## src/verilog/pdm_pkg.sv

```systemverilog
// constants, field layouts and state types for the power-down mode control block
// assumes a 32-bit apb bus and one 100 MHz clock
package pdm_pkg;

    // register byte offsets
    localparam logic [11:0] SOFT_STANDBY_SELECT_CTRL_OFF   = 12'h000;
    localparam logic [11:0] STATUS_OFF      = 12'h004;

    // standby control register: reset value and writable bits (6, 5, 3 reserved)
    localparam logic [7:0]  SOFT_STANDBY_SELECT_CTRL_RESET = 8'h00;
    localparam logic [7:0]  SOFT_STANDBY_SELECT_CTRL_WMASK = 8'h97;

    // processor state pin codes {hi, lo}
    localparam logic [1:0]  PINS_RESET      = 2'h3;
    localparam logic [1:0]  PINS_SLEEP      = 2'h2;
    localparam logic [1:0]  PINS_STANDBY    = 2'h1;
    localparam logic [1:0]  PINS_NORMAL     = 2'h0;

    // half period of each module clock, in pclk cycles
    localparam int          MOD_CLK_HALF    = 2;

    typedef struct packed {
        logic       soft_standby_select;
        logic [1:0] rsvd_hi;
        logic       crystal_keep_in_standby;
        logic       rsvd_mid;
        logic       timer_clock_stop;
        logic       realtime_clock_gate;
        logic       serial_clock_stop;
    } standby_control_t;

    typedef struct packed {
        logic [24:0] zero;
        logic        rtc_access;
        logic        timer_run;
        logic        rtc_run;
        logic        serial_run;
        logic        osc_run;
        logic [1:0]  pins;
    } status_t;

    typedef enum {
        PS_NORMAL,
        PS_SLEEP,
        PS_STANDBY
    } power_state_t;

    function automatic logic [1:0] pins_of(input power_state_t st);
        case (st)
            PS_SLEEP:   pins_of = PINS_SLEEP;
            PS_STANDBY: pins_of = PINS_STANDBY;
            default:    pins_of = PINS_NORMAL;
        endcase
    endfunction

endpackage

```

## src/verilog/power_down_mode_control.sv

```systemverilog
// power-down mode control: standby control register, sleep handling,
// processor state pins and module clock stops
// assumes an apb master on pclk and a cpu that pulses sleep_exec and wake_request
`timescale 1ns/1ns
module power_down_mode_control #(
    parameter int MOD_HALF = pdm_pkg::MOD_CLK_HALF
) (
    // clock and reset
    input  wire logic        pclk,
    input  wire logic        presetn,
    // apb slave
    input  wire logic [11:0] paddr,
    input  wire logic        psel,
    input  wire logic        penable,
    input  wire logic        pwrite,
    input  wire logic [31:0] pwdata,
    input  wire logic [3:0]  pstrb,
    output logic      [31:0] prdata,
    output logic             pready,
    output logic             pslverr,
    // cpu events
    input  wire logic        sleep_exec,
    input  wire logic        wake_request,
    // processor state pins
    output logic             proc_state_hi,
    output logic             proc_state_lo,
    // power controls
    output logic             cpu_halt,
    output logic             osc_enable,
    output logic             rtc_regs_access,
    output logic             rtc_counter_run,
    // module clocks
    output logic             timer_clk,
    output logic             rtc_clk,
    output logic             serial_clk,
    output logic             timer_running,
    output logic             rtc_running,
    output logic             serial_running
);

    if (MOD_HALF < 2) begin : g_half_check
        $error("power_down_mode_control: MOD_HALF must be at least 2");
    end

    // apb state
    logic        pready_r;
    logic        pready_nxt;
    logic        pslverr_r;
    logic        pslverr_nxt;
    logic [31:0] prdata_r;
    logic [31:0] prdata_nxt;
    logic        access;
    logic        wr_ctrl;
    logic        hit_ctrl;
    logic        hit_status;

    // mode state
    pdm_pkg::standby_control_t ctrl_r;
    pdm_pkg::standby_control_t ctrl_nxt;
    pdm_pkg::power_state_t     state_r;
    pdm_pkg::power_state_t     state_nxt;
    pdm_pkg::status_t          status;
    logic [1:0]                pins_r;
    logic [1:0]                pins_nxt;
    logic                      cpu_halt_r;
    logic                      cpu_halt_nxt;
    logic                      osc_r;
    logic                      osc_nxt;
    logic                      rtc_access_r;
    logic                      rtc_access_nxt;
    logic                      rtc_cnt_r;
    logic                      rtc_cnt_nxt;
    logic                      in_standby;

    // bus decode and answer
    always_comb begin
        hit_ctrl    = (paddr == pdm_pkg::SOFT_STANDBY_SELECT_CTRL_OFF);
        hit_status  = (paddr == pdm_pkg::STATUS_OFF);
        // one wait state: answer in the second access cycle
        access      = psel && penable && !pready_r;
        pready_nxt  = access;
        pslverr_nxt = 1'b0;
        prdata_nxt  = '0;
        if (access) begin
            if (hit_ctrl) begin
                prdata_nxt = {24'h000000, ctrl_r & pdm_pkg::SOFT_STANDBY_SELECT_CTRL_WMASK};
            end else if (hit_status && !pwrite) begin
                prdata_nxt = status;
            end else begin
                pslverr_nxt = 1'b1;
            end
        end
        wr_ctrl = psel && penable && pready_r && pwrite && hit_ctrl && pstrb[0];
    end

    always_ff @(posedge pclk or negedge presetn) begin
        if (!presetn) begin
            pready_r  <= 1'b0;
            pslverr_r <= 1'b0;
            prdata_r  <= '0;
        end else begin
            pready_r  <= pready_nxt;
            pslverr_r <= pslverr_nxt;
            prdata_r  <= prdata_nxt;
        end
    end

    // register and power state next values
    always_comb begin
        ctrl_nxt  = ctrl_r;
        state_nxt = state_r;
        if (wr_ctrl) begin
            ctrl_nxt = pdm_pkg::standby_control_t'(pwdata[7:0] & pdm_pkg::SOFT_STANDBY_SELECT_CTRL_WMASK);
        end
        case (state_r)
            pdm_pkg::PS_NORMAL: begin
                if (sleep_exec) begin
                    state_nxt = ctrl_r.soft_standby_select ? pdm_pkg::PS_STANDBY : pdm_pkg::PS_SLEEP;
                end
            end
            pdm_pkg::PS_SLEEP,
            pdm_pkg::PS_STANDBY: begin
                if (wake_request) begin
                    state_nxt = pdm_pkg::PS_NORMAL;
                end
            end
            default: begin
                state_nxt = pdm_pkg::PS_NORMAL;
            end
        endcase
    end

    // derived controls
    always_comb begin
        in_standby     = (state_r == pdm_pkg::PS_STANDBY);
        pins_nxt       = pdm_pkg::pins_of(state_r);
        cpu_halt_nxt   = (state_r != pdm_pkg::PS_NORMAL);
        osc_nxt        = !in_standby || ctrl_r.crystal_keep_in_standby;
        rtc_access_nxt = !ctrl_r.realtime_clock_gate && rtc_running;
        rtc_cnt_nxt    = osc_nxt;
    end

    always_ff @(posedge pclk or negedge presetn) begin
        if (!presetn) begin
            ctrl_r       <= pdm_pkg::standby_control_t'(pdm_pkg::SOFT_STANDBY_SELECT_CTRL_RESET);
            state_r      <= pdm_pkg::PS_NORMAL;
            pins_r       <= pdm_pkg::PINS_RESET;
            cpu_halt_r   <= 1'b0;
            osc_r        <= 1'b1;
            rtc_access_r <= 1'b0;
            rtc_cnt_r    <= 1'b1;
        end else begin
            ctrl_r       <= ctrl_nxt;
            state_r      <= state_nxt;
            pins_r       <= pins_nxt;
            cpu_halt_r   <= cpu_halt_nxt;
            osc_r        <= osc_nxt;
            rtc_access_r <= rtc_access_nxt;
            rtc_cnt_r    <= rtc_cnt_nxt;
        end
    end

    // a stop bit holds until cleared or reset
    // module clocks; standby also stops all three module clocks, but the rtc counter runs on while the crystal is kept
    // timer clock stop
    module_clock_gate #(.HALF(MOD_HALF)) u_timer_gate (
        .pclk      (pclk),
        .presetn   (presetn),
        .stop_req  (ctrl_r.timer_clock_stop || in_standby),
        .mod_clk_r (timer_clk),
        .running_r (timer_running)
    );

    module_clock_gate #(.HALF(MOD_HALF)) u_rtc_gate (
        .pclk      (pclk),
        .presetn   (presetn),
        .stop_req  (ctrl_r.realtime_clock_gate || in_standby),
        .mod_clk_r (rtc_clk),
        .running_r (rtc_running)
    );

    module_clock_gate #(.HALF(MOD_HALF)) u_serial_gate (
        .pclk      (pclk),
        .presetn   (presetn),
        .stop_req  (ctrl_r.serial_clock_stop || in_standby),
        .mod_clk_r (serial_clk),
        .running_r (serial_running)
    );

    always_comb begin
        status            = '0;
        status.pins       = pins_r;
        status.osc_run    = osc_r;
        status.serial_run = serial_running;
        status.rtc_run    = rtc_running;
        status.timer_run  = timer_running;
        status.rtc_access = rtc_access_r;
    end

    assign prdata          = prdata_r;
    assign pready          = pready_r;
    assign pslverr         = pslverr_r;
    assign proc_state_hi   = pins_r[1];
    assign proc_state_lo   = pins_r[0];
    assign cpu_halt        = cpu_halt_r;
    assign osc_enable      = osc_r;
    assign rtc_regs_access = rtc_access_r;
    assign rtc_counter_run = rtc_cnt_r;

    pin_code_a: assert property (@(posedge pclk) disable iff (!presetn)
        presetn |=> {proc_state_hi, proc_state_lo} == pdm_pkg::pins_of($past(state_r)))
        else $error("state pins do not follow power state");

    sleep_entry_a: assert property (@(posedge pclk) disable iff (!presetn)
        (state_r == pdm_pkg::PS_NORMAL && sleep_exec && !ctrl_r.soft_standby_select)
        |=> state_r == pdm_pkg::PS_SLEEP ##1 {proc_state_hi, proc_state_lo} == pdm_pkg::PINS_SLEEP)
        else $error("sleep instruction did not enter sleep");

    standby_entry_a: assert property (@(posedge pclk) disable iff (!presetn)
        (state_r == pdm_pkg::PS_NORMAL && sleep_exec && ctrl_r.soft_standby_select)
        |=> state_r == pdm_pkg::PS_STANDBY ##1 cpu_halt)
        else $error("sleep instruction did not enter standby");

    reg_write_a: assert property (@(posedge pclk) disable iff (!presetn)
        wr_ctrl |=> ctrl_r == ($past(pwdata[7:0]) & pdm_pkg::SOFT_STANDBY_SELECT_CTRL_WMASK))
        else $error("control register write lost");

    reserved_zero_a: assert property (@(posedge pclk) disable iff (!presetn)
        pready && !pslverr && $past(hit_ctrl) |-> prdata[6] == 1'b0 && prdata[5] == 1'b0 && prdata[3] == 1'b0)
        else $error("reserved bit read as one");

    osc_standby_a: assert property (@(posedge pclk) disable iff (!presetn)
        (state_r == pdm_pkg::PS_STANDBY) |=> osc_enable == $past(ctrl_r.crystal_keep_in_standby))
        else $error("oscillator control wrong in standby");

    timer_halt_a: assert property (@(posedge pclk) disable iff (!presetn)
        ctrl_r.timer_clock_stop [*8] |-> !timer_running && !timer_clk)
        else $error("timer clock still running");

    rtc_access_a: assert property (@(posedge pclk) disable iff (!presetn)
        ctrl_r.realtime_clock_gate |=> !rtc_regs_access && rtc_counter_run == osc_enable)
        else $error("rtc registers reachable while gated");

    serial_halt_a: assert property (@(posedge pclk) disable iff (!presetn)
        ctrl_r.serial_clock_stop [*8] |-> !serial_running && !serial_clk)
        else $error("serial clock still running");

    module_resume_a: assert property (@(posedge pclk) disable iff (!presetn)
        ($fell(ctrl_r.timer_clock_stop) && state_r == pdm_pkg::PS_NORMAL && !sleep_exec)
        |-> ##[1:8] timer_running)
        else $error("timer clock did not resume");

    serial_resume_a: assert property (@(posedge pclk) disable iff (!presetn)
        ($fell(ctrl_r.serial_clock_stop) && state_r == pdm_pkg::PS_NORMAL && !sleep_exec)
        |-> ##[1:8] serial_running)
        else $error("serial clock did not resume");

    rtc_resume_a: assert property (@(posedge pclk) disable iff (!presetn)
        ($fell(ctrl_r.realtime_clock_gate) && state_r == pdm_pkg::PS_NORMAL && !sleep_exec)
        |-> ##[1:8] rtc_running)
        else $error("rtc clock did not resume");

    rtc_halt_a: assert property (@(posedge pclk) disable iff (!presetn)
        ctrl_r.realtime_clock_gate [*8] |-> !rtc_running && !rtc_clk)
        else $error("rtc clock still running");

    osc_normal_a: assert property (@(posedge pclk) disable iff (!presetn)
        state_r != pdm_pkg::PS_STANDBY |=> osc_enable)
        else $error("oscillator stopped outside standby");

    halt_follow_a: assert property (@(posedge pclk) disable iff (!presetn)
        presetn |=> cpu_halt == ($past(state_r) != pdm_pkg::PS_NORMAL))
        else $error("cpu halt does not follow power state");

    ready_pulse_a: assert property (@(posedge pclk) disable iff (!presetn)
        pready |=> !pready)
        else $error("bus answer held longer than one cycle");

    ctrl_hold_a: assert property (@(posedge pclk) disable iff (!presetn)
        !wr_ctrl |=> $stable(ctrl_r))
        else $error("control register changed without a write");

    reset_clear_a: assert property (@(posedge pclk) disable iff (!presetn)
        $rose(presetn) |-> ctrl_r == pdm_pkg::SOFT_STANDBY_SELECT_CTRL_RESET
            && {proc_state_hi, proc_state_lo} == pdm_pkg::PINS_RESET)
        else $error("register or pins not at reset value after reset");

endmodule

```

## src/verilog/module_clock_gate.sv

```systemverilog
// divided module clock with a glitch-free stop control
// assumes stop requests are synchronous to pclk
`timescale 1ns/1ns
module module_clock_gate #(
    parameter int HALF = pdm_pkg::MOD_CLK_HALF
) (
    // clock and reset
    input  wire logic pclk,
    input  wire logic presetn,
    // control
    input  wire logic stop_req,
    // module clock
    output logic      mod_clk_r,
    output logic      running_r
);

    if (HALF < 2) begin : g_half_check
        $error("module_clock_gate: HALF must be at least 2");
    end

    localparam int CW = $clog2(HALF);

    logic [CW-1:0] cnt_r;
    logic [CW-1:0] cnt_nxt;
    logic          mod_clk_nxt;
    logic          running_nxt;
    logic          edge_due;

    always_comb begin
        edge_due    = (cnt_r == CW'(HALF - 1));
        cnt_nxt     = edge_due ? '0 : cnt_r + 1'b1;
        mod_clk_nxt = mod_clk_r;
        running_nxt = running_r;
        if (edge_due) begin
            if (mod_clk_r) begin
                // a high phase always completes
                mod_clk_nxt = 1'b0;
            end else begin
                running_nxt = !stop_req;
                mod_clk_nxt = !stop_req;
            end
        end
    end

    always_ff @(posedge pclk or negedge presetn) begin
        if (!presetn) begin
            cnt_r     <= '0;
            mod_clk_r <= 1'b0;
            running_r <= 1'b1;
        end else begin
            cnt_r     <= cnt_nxt;
            mod_clk_r <= mod_clk_nxt;
            running_r <= running_nxt;
        end
    end

    // high phase never shorter than two cycles
    full_high_a: assert property (@(posedge pclk) disable iff (!presetn)
        $rose(mod_clk_r) |=> mod_clk_r)
        else $error("module clock high phase truncated");

endmodule

```

## config.mk

```make
export PLATFORM = sky130hd
export DESIGN_NAME = power_down_mode_control
export DESIGN_NICKNAME = d
export VERILOG_FILES = /design/src/verilog/pdm_pkg.sv /design/src/verilog/power_down_mode_control.sv /design/src/verilog/module_clock_gate.sv
export SDC_FILE = /design/constraint.sdc
export NUM_CORES = 1
export LEC_CHECK = 0
export BUFFER_PORTS_ARGS = -buffer_cell sky130_fd_sc_hd__buf_2
export CAP_MARGIN = 15
export CORE_AREA = 2 2 60 62
export CTS_BUF_LIST = sky130_fd_sc_hd__clkbuf_2 sky130_fd_sc_hd__clkbuf_4 sky130_fd_sc_hd__clkbuf_8
export DETAILED_ROUTE_END_ITERATION = 10
export DIE_AREA = 0 0 62 64
export PLACE_DENSITY = 0.86
export SYNTH_ARGS = -nofsm -noshare
export SYNTH_HDL_FRONTEND = slang
export SYNTH_HIERARCHICAL = 1
export SYNTH_SLANG_ARGS = --single-unit
export TNS_END_PERCENT = 30
```

## constraint.sdc

```tcl
create_clock -name pclk -period 2.46 [get_ports pclk]
set_input_delay 0 -clock pclk [delete_from_list [all_inputs] [get_ports pclk]]
set_output_delay 0 -clock pclk [all_outputs]
set_load 0.03 [all_outputs]
```

======== After elaboration in Yosys (flattened, before gate mapping) ========
Cells that the tools add are included.
operators by class
  add/subtract/negate cells ............... 3
  bitwise operators ....................... 3
  multiply operators ...................... 0
  reductions and logical operators ........ 27
  eq/ne operators ......................... 6
  order comparisons ....................... 0
  muxes and demuxes ....................... 17
  div/mod/pow operators ................... 0
  shift-type cells ........................ 0
operators by type and width
  kind                                                                     count
  32-bit two-way mux                                                       3
  32-bit case mux with 2 select lines                                      1
  32-bit by 1-bit equality test with 1-bit output (second input constant)  1
  32-bit by 2-bit equality test with 1-bit output (second input constant)  1
  32-bit by 3-bit equality test with 1-bit output (second input constant)  1
  32-bit zero test                                                         1
  32-bit nonzero test                                                      1
  12-bit by 3-bit equality test with 1-bit output (second input constant)  1
  12-bit zero test                                                         1
  1-bit two-way mux                                                        9
  1-bit logical AND                                                        8
  8-bit two-way mux                                                        1
  2-bit AND reduction                                                      4
  1-bit zero test                                                          7
  7-bit two-way mux                                                        1
  1-bit logical OR                                                         4
  2-bit != test (second input constant)                                    2
  2-bit case mux with 2 select lines                                       1
  1-bit adder (second input constant)                                      3
  1-bit inverter                                                           3
  2-bit two-way mux                                                        1
  2-bit OR reduction                                                       1
word-level totals
  bits in read-only memories .............. 0
  register bits ........................... 85
  input bits .............................. 55
  bits in latches ......................... 0
  memory bits (writable) .................. 0
  memories kept ........................... 0
  logic and storage cells ................. 78
  output and inout port bits .............. 46

======== Logic depth before layout (Yosys ltp) ========
Gate-level depths: netlist of run 1.
  depth after elaboration ................. 5
  depth in mapped cells ................... 6
  depth with buffers taken out ............ 6

======== Modules after synthesis ========
The synthesis of run 1 kept the hierarchy.
by module, submodules not included
  module                   cells an instance  area an instance (um^2)  seq. area each (um^2)  times used
  power_down_mode_control  102                1152.4                   554.3                  1
  module_clock_gate        8                  110.1                    76.3                   3

======== Worst setup path before layout of run 1 ========
Ideal clock, no wire load.
  path kind ............................... reg-to-reg
  from .................................... register pready_r, in the netlist pready
  to ...................................... register ctrl_r[0] in the netlist's numbering
  path buffers ............................ 1
  stages on the path, launching flop included .. 5
  arrival ................................. 1.373 ns
  path slack .............................. 0.962 ns
  setup time .............................. 0.125 ns
  cell sequence ........................... dfrtp_1 > nand4b_1 > or3_1 > buf_6 > mux2_4
on the way
  longest elaborated chain between the ends .. 4
RTL lines
  element                          line                            source
  start: declaration               power_down_mode_control.sv:46   logic pready_r;
  start signal: assignment         power_down_mode_control.sv:102  pready_r <= pready_nxt;
  1-bit logical AND (4 in series)  power_down_mode_control.sv:93   wr_ctrl = psel && penable && pready_r && pwrite && hit_ctrl && pstrb[0];
  end signal: assignment           power_down_mode_control.sv:145  ctrl_r <= pdm_pkg::standby_control_t'(pdm_pkg::SOFT_STANDBY_SELECT_CTRL_RESET);
  end signal: assignment           power_down_mode_control.sv:153  ctrl_r <= ctrl_nxt;
  end: declaration                 power_down_mode_control.sv:58   pdm_pkg::standby_control_t ctrl_r;
Every way passes these cells.
A chain may end at the register's enable or synchronous reset.

======== Final worst setup path of run 1 ========
  from .................................... input paddr[2]
  to ...................................... register ctrl_r[4] in the netlist's numbering
on the way
  longest elaborated chain between the ends .. 3
RTL lines
  element                          line                           source
  start: declaration               power_down_mode_control.sv:12  input wire logic [11:0] paddr,
  12-bit zero test                 power_down_mode_control.sv:77  hit_ctrl = (paddr == pdm_pkg::SOFT_STANDBY_SELECT_CTRL_OFF);
  1-bit logical AND (2 in series)  power_down_mode_control.sv:93
Every way passes these cells.

==> results_dict.tcl, run 1 <==
set metrics [dict create \
    status "completed" \
    drt-initial-drc-count 23 \
    fin_tns_setup_ns 0 \
    fillCellCount 292 \
    layout_common_cells "buf_2, dfrtp_1, conb_1" \
    syn2layout_area_growth_pct 25.1 \
    slew_viol_final 0 \
    totalWireLength_um 2380 \
    worstPathMaxFanout 8 \
    vias_per_cell 4.25 \
    cts_tree "yes" \
    start_kind "input pin" \
    grt_pass1_vias 894 \
    cts_setup_buffers 0 \
    post_drt_wl_per_cell_um 10.2 \
    peakVddDrop_mv 0.317 \
    crit_type "in -> reg" \
    netlist_area_sq_um 1480 \
    ant_nets 0 \
    antenna_found_initial 0 \
    gp_congestion 0.722 \
    die_y_um 64 \
    timing_worst_slew_pin_value_ns 0.652 \
    grt_pass1_wl_um 3830 \
    start_util_pct 45.1 \
    fin_crit_sh_pct 59.9 \
    hpwlAfterDp_um 1860 \
    ys.flop_type "dfrtp_1" \
    worstPathArrival_ns 1.68 \
    grt-ovfl-total 0 \
    drive_gt1_share_pct 38.8 \
    ys_seq_elements 31 \
    synth_cells 126 \
    rsz0062_at_grt "false" \
    met1_usage_pct 15.8 \
    rows 21 \
    final_common_cell "buf_2" \
    slew_headroom_pct 56.5 \
    numPortBuffers 46 \
    die_x_um 62 \
    cts_resized 0 \
    ioPinCount 101 \
    timing.fmax_ghz 0.678 \
    diodes 0 \
    skew_ns 0.00418 \
    cts_sinks 31 \
    final_nets 245 \
    root_buffer "clkbuf_4" \
    track_usage_pct 13.7 \
    met2_usage_pct 20.4 \
    period_needed_ns 1.47 \
    dieArea_sq_um 3970 \
    finalPower_w 0.00125 \
    crit_buf_inv 2 \
    clkLatencyLatePin_ns 0.32 \
    setup_viol 0 \
    yosysSeqAreaShare_pct 52.8 \
    hold_class "in -> reg" \
    num_vias 995 \
    grt_max_degree 32 \
    htree_levels 2 \
    clk_path_buf_depth 2 \
    critPathTopFamily "buffers and inverters" \
    first_pass_iters 5 \
    avgSynthCellArea_sq_um 11.8 \
    clk_pin_slew_ns 0.09 \
    met3_usage_pct 8.30 \
    worstPathCellList "dlygate4sd3_1 -> buf_2 -> nand4b_1 -> or3_1 -> mux2_4" \
    core-area_sq_um 3280 \
    powerDensity_nw_per_um2 675 \
    drv_cap 0 \
    cts_buffers 5 \
    drc 0 \
    slowest_stage "dlygate4sd3_1" \
    end_kind "flop" \
    ys_async_sr_fraction_pct 100 \
    gr-max-usage-layer "met2" \
    ys_types 27 \
    holdBufCountCts 11 \
    hold_violations 0 \
    max_stage_delay_ns 0.54 \
    synth_edf_count 0 \
    yosys_warnings 6 \
    p_leak_nw 0.999 \
    worstPathRequired_ns 2.67 \
]
power by group:
part | total, W | internal [W] | leakage [nW] | switching [W]
clock | 0.000407 | 0.000240 | 0.0482 | 0.000166
sequential | 0.000579 | 0.000557 | 0.388 | 0.0000221
combinational | 0.000267 | 0.0000841 | 0.562 | 0.000182
per-layer routing:
layer  vias up  part of all wire [%]
met3         4                   8.2
met5         -                     0
met4         0                  0.80
met1       463                    41
met2        40                    49
li1        488                     -
flip-flops by register name, summed over array words and instances (netlist names), 2 cells and up:
register	count
prdata	8
pins_r	2
ctrl_r	5
state_r	2
cell type report:
cell class / instances / area (sq um) / area share (%)
clock buffers: 6 / 51.3 / 2.77
clock inverters: 2 / 35.0 / 1.89
inverters: 6 / 22.5 / 1.21
multi-input cells: 86 / 564 / 30.4
flip-flops and latches: 31 / 783 / 42.2
well taps: 46 / 57.6 / 3.10
repair buffers: 57 / 340 / 18.4
cell usage after synthesis (2+ instances only):
cell,count,area (sq um)
o21ai_0,2,10.0
a22o_1,4,35.0
nor3_1,2,10.0
a21oi_1,5,25.0
and2_1,3,18.8
nand2b_1,5,31.3
buf_4,25,188
dfstp_2,6,158
inv_1,6,22.5
nand2_1,2,7.51
ha_1,3,37.5
or2_2,3,18.8
mux2_4,5,75.1
nor4_4,2,42.5
nor2b_1,8,50.1
dfrtp_1,25,626
nor2_1,8,30.0
mux2_2,3,33.8
final timing paths:
kind                       cells past startpoint           startpoint  slack (ns)                 endpoint
min in group asynchronous                      2              presetn        0.24  u_serial_gate/mod_clk_r
setup / recovery                               5             paddr[2]        0.99                ctrl_r[4]
max in group asynchronous                      2              presetn        1.80                prdata[7]
setup reg to reg                               3               pready        1.03                ctrl_r[4]
hold / removal                                 3               pwrite        0.01                  pslverr
hold reg to reg                                1  u_serial_gate/cnt_r        0.48      u_serial_gate/cnt_r
through the flow:
stage                     hold slack (ns)  cell area [sq um]  cells  util (%)  worst slack, ns
after floorplan                    -0.296               1570    149         -            0.962
after global placement             0.0607               1660    215      50.5            0.955
after detailed placement           0.0733               1660    215      50.5            0.945
after CTS                         0.00246               1850    234      56.5             1.01
after global routing               0.0222               1850    234      56.5            0.897
final                              0.0140               1850    234      56.5            0.985
worst reg2reg max path, delay by kind of cell (launching register included):
kind,cells,cell delay (ns)
simple gates,2,0.57
mux,1,0.35
flops,1,0.40
logic make-up (layout without fill, tap and decap cells):
logic type | after synthesis | after routing | share of synthesized area, %
compound gates | 12 | 12 | 5.15
fa+ha+maj | 3 | 3 | 2.53
buf+inv | 32 | 71 | 14.9
flops | 31 | 31 | 52.8
mux | 8 | 8 | 7.34
other cells | 1 | 24 | 0.253
simple gates | 39 | 39 | 17.0
(Power assumes the default switching activity.)
==> inputs of run 2 (changes only) <==
ABC_AREA = 1   (was unset)
CORE_AREA = 2 2 67 69   (was 2 2 60 62)
DIE_AREA = 0 0 69 71   (was 0 0 62 64)
PLACE_DENSITY = 0.77   (was 0.86)
clock period = 1.3 ns   (was 2.46 ns; I/O delays follow)
==> run 2 against run 1 <==
Sequential power up 92%. Clock-buffer cell count up 2. Flip-flop and latch count unchanged. Die area up 23%. Sequential share of layout area down 3.1 points. Worst hold slack better by 0.016 ns. First-iteration DRC count rose to 2.7 times the previous value. Critical path type is now reg -> reg. Largest power group unchanged.
==> results_dict.tcl, run 2 <==
set metrics [dict create \
    status "completed" \
    synth_cells 190 \
    grt_max_degree 32 \
    synth.area.top_cells "dfrtp_1, buf_4, nand2_1, dfstp_2, inv_1" \
    ys.flop_type "dfrtp_1" \
    met1_usage_pct 14.1 \
    grt_pass1_wl_um 4880 \
    grt-ovfl-total 0 \
    synth_edf_count 0 \
    avgSynthCellArea_sq_um 8.50 \
    die_x_um 69 \
    syn2layout_area_growth_pct 23.9 \
    holdWs_ns 0.0301 \
    p_leak_nw 1.12 \
    rows 24 \
    fillCellCount 436 \
    clk_path_buf_depth 2 \
    vias_per_cell 4.22 \
    r2r_cells 7 \
    drive_gt1_share_pct 34.1 \
    hpwlAfterDp_um 2300 \
    yosys_warnings 6 \
    cts_tree "yes" \
    layout_common_cells "nand2_1, buf_2, inv_1, dfrtp_1, conb_1" \
    powerDensity_nw_per_um2 1290 \
    clk_pin_slew_ns 0.06 \
    largest_register_ff_count 8 \
    htree_levels 2 \
    timing.fmax_ghz 0.818 \
    yosysSeqAreaShare_pct 48.5 \
    ant_nets 0 \
    peakVddDrop_mv 0.527 \
    ys_seq_elements 31 \
    gp_congestion 0.795 \
    worstPathMaxFanout 4 \
    die_y_um 71 \
    postPlaceCellArea_sq_um 1810 \
    met2_usage_pct 21.6 \
    crit_type "reg -> reg" \
    totalWireLength_um 2970 \
    antenna_found_initial 0 \
    hold_class "in -> reg" \
    hold_violations 0 \
    end_kind "flop" \
    slew_viol_final 0 \
    slew_headroom_pct 55.5 \
    ys_top_cells_by_count "nand2_1, inv_1, buf_4, dfrtp_1, nor2_1" \
    drt-initial-drc-count 63 \
    num_vias 1270 \
    synth.most_common_cell "nand2_1" \
    synth_top_cell_by_area "dfrtp_1" \
    ys_async_sr_fraction_pct 100 \
    ioPinCount 101 \
    root_buffer "clkbuf_8" \
    cts_buffers 5 \
    core-area_sq_um 4200 \
    numPortBuffers 46 \
    worstPathRequired_ns 1.47 \
    drc 0 \
    hold-path-cell-count 3 \
    final_nets 306 \
    grt_pass1_vias 1151 \
    netlist_area_sq_um 1620 \
    synth_top_area_share_pct 38.7 \
    drv_cap 0 \
    met3_usage_pct 5.56 \
    fin_crit_sh_pct 94.1 \
    start_util_pct 38.4 \
    fin_area_sq_um 2000 \
    first_pass_iters 4 \
    rsz0062_at_grt "true" \
    track_usage_pct 12.8 \
    clkLatencyLatePin_ns 0.28 \
    diodes 0 \
    dieArea_sq_um 4900 \
    start_kind "flop" \
    ys_types 21 \
    final_common_cell "nand2_1" \
    worstPathArrival_ns 1.39 \
    post_drt_wl_per_cell_um 9.88 \
    skew_ns 0.00472 \
    setup_viol 0 \
    cts_sinks 31 \
    gr-max-usage-layer "met2" \
    timing_worst_slew_pin_value_ns 0.667 \
    period_needed_ns 1.22 \
]
-- run 2: changes by cell type after synthesis, moves of 3 or more --
| cell | before | now |
|---|---|---|
| nand2b_1 | 5 | 0 |
| a22o_1 | 4 | 0 |
| inv_1 | 6 | 27 |
| nor2b_1 | 8 | 0 |
| mux2_4 | 5 | 0 |
| nor2_1 | 8 | 15 |
| and2_1 | 3 | 0 |
| nand3_1 | 1 | 14 |
| mux2_2 | 3 | 0 |
| nor2_2 | 0 | 4 |
| nor2_4 | 0 | 5 |
| nand2_1 | 2 | 48 |
-- run 2: logic make-up after synthesis --
group,count (synthesis),synth area share [%]
DFF,31,48.5
buffers and inverters,54,18.4
AOI/OAI and AO/OA,6,1.94
adders and majority gates,3,2.32
and+or+nand+nor,95,28.7
other,1,0.232
-- run 2: area by class of cell --
type	instances	area (sq um)	area share [%]
Clock buffer	8	104	5.19
Inverter	29	109	5.44
Multi-Input combinational cell	128	642	32.1
Sequential cell	31	783	39.1
Tap cell	52	65.1	3.25
Timing Repair Buffer	53	298	14.9
-- run 2: worst paths after layout --
path	end	startpoint	slack, ns
hold reg to reg	u_rtc_gate/cnt_r	u_rtc_gate/cnt_r	0.46
max in group asynchronous	u_serial_gate/mod_clk_r	presetn	0.58
setup / recovery	state_r[1]	state_r[1]	0.08
min in group asynchronous	prdata[6]	presetn	0.28
setup reg to reg	state_r[1]	state_r[1]	0.08
hold / removal	pready	penable	0.03
-- run 2: what timing repair did --
item	4_1_cts	5_1_grt
hold buffers	6	0
setup endpoints to repair	0	8
endpoints found under the hold margin	30	0
setup buffers	0	1
resized for setup	0	8
-- run 2: metal layers --
metal / wire length [um] / vias up / part of all wire [%]
li1: - / 641 / -
met1: 1180 / 575 / 40
met2: 1490 / 45 / 50
met3: 235 / 9 / 7.9
met4: 63 / 0 / 2.1
met5: 0 / - / 0
-- run 2: critical path: stages, from the launching register on --
cell	delay, ns
dfrtp_1	0.37
inv_2	0.07
ha_4	0.26
inv_1	0.03
o22ai_1	0.14
inv_1	0.10
nand3_1	0.08
o21ai_1	0.06
-- run 2: stage by stage --
step / utilization [%] / cells / total power [W] / setup TNS (ns) / worst slack [ns]
floorplan: - / 213 / 0.00157 / 0 / 0.143
global placement: 43.0 / 286 / 0.00166 / 0 / 0.0846
detailed placement: 43.0 / 286 / 0.00167 / 0 / 0.0627
CTS: 46.9 / 300 / 0.00253 / 0 / 0.0493
global route: 47.6 / 301 / 0.00272 / -0.0602 / -0.0385
finish: 47.6 / 301 / 0.00257 / 0 / 0.0773
-- run 2: where the power goes --
group          internal, W  switching [W]  leakage (nW)
clock network     0.000503       0.000340        0.0549
registers          0.00107      0.0000444         0.388
logic             0.000193       0.000427         0.676
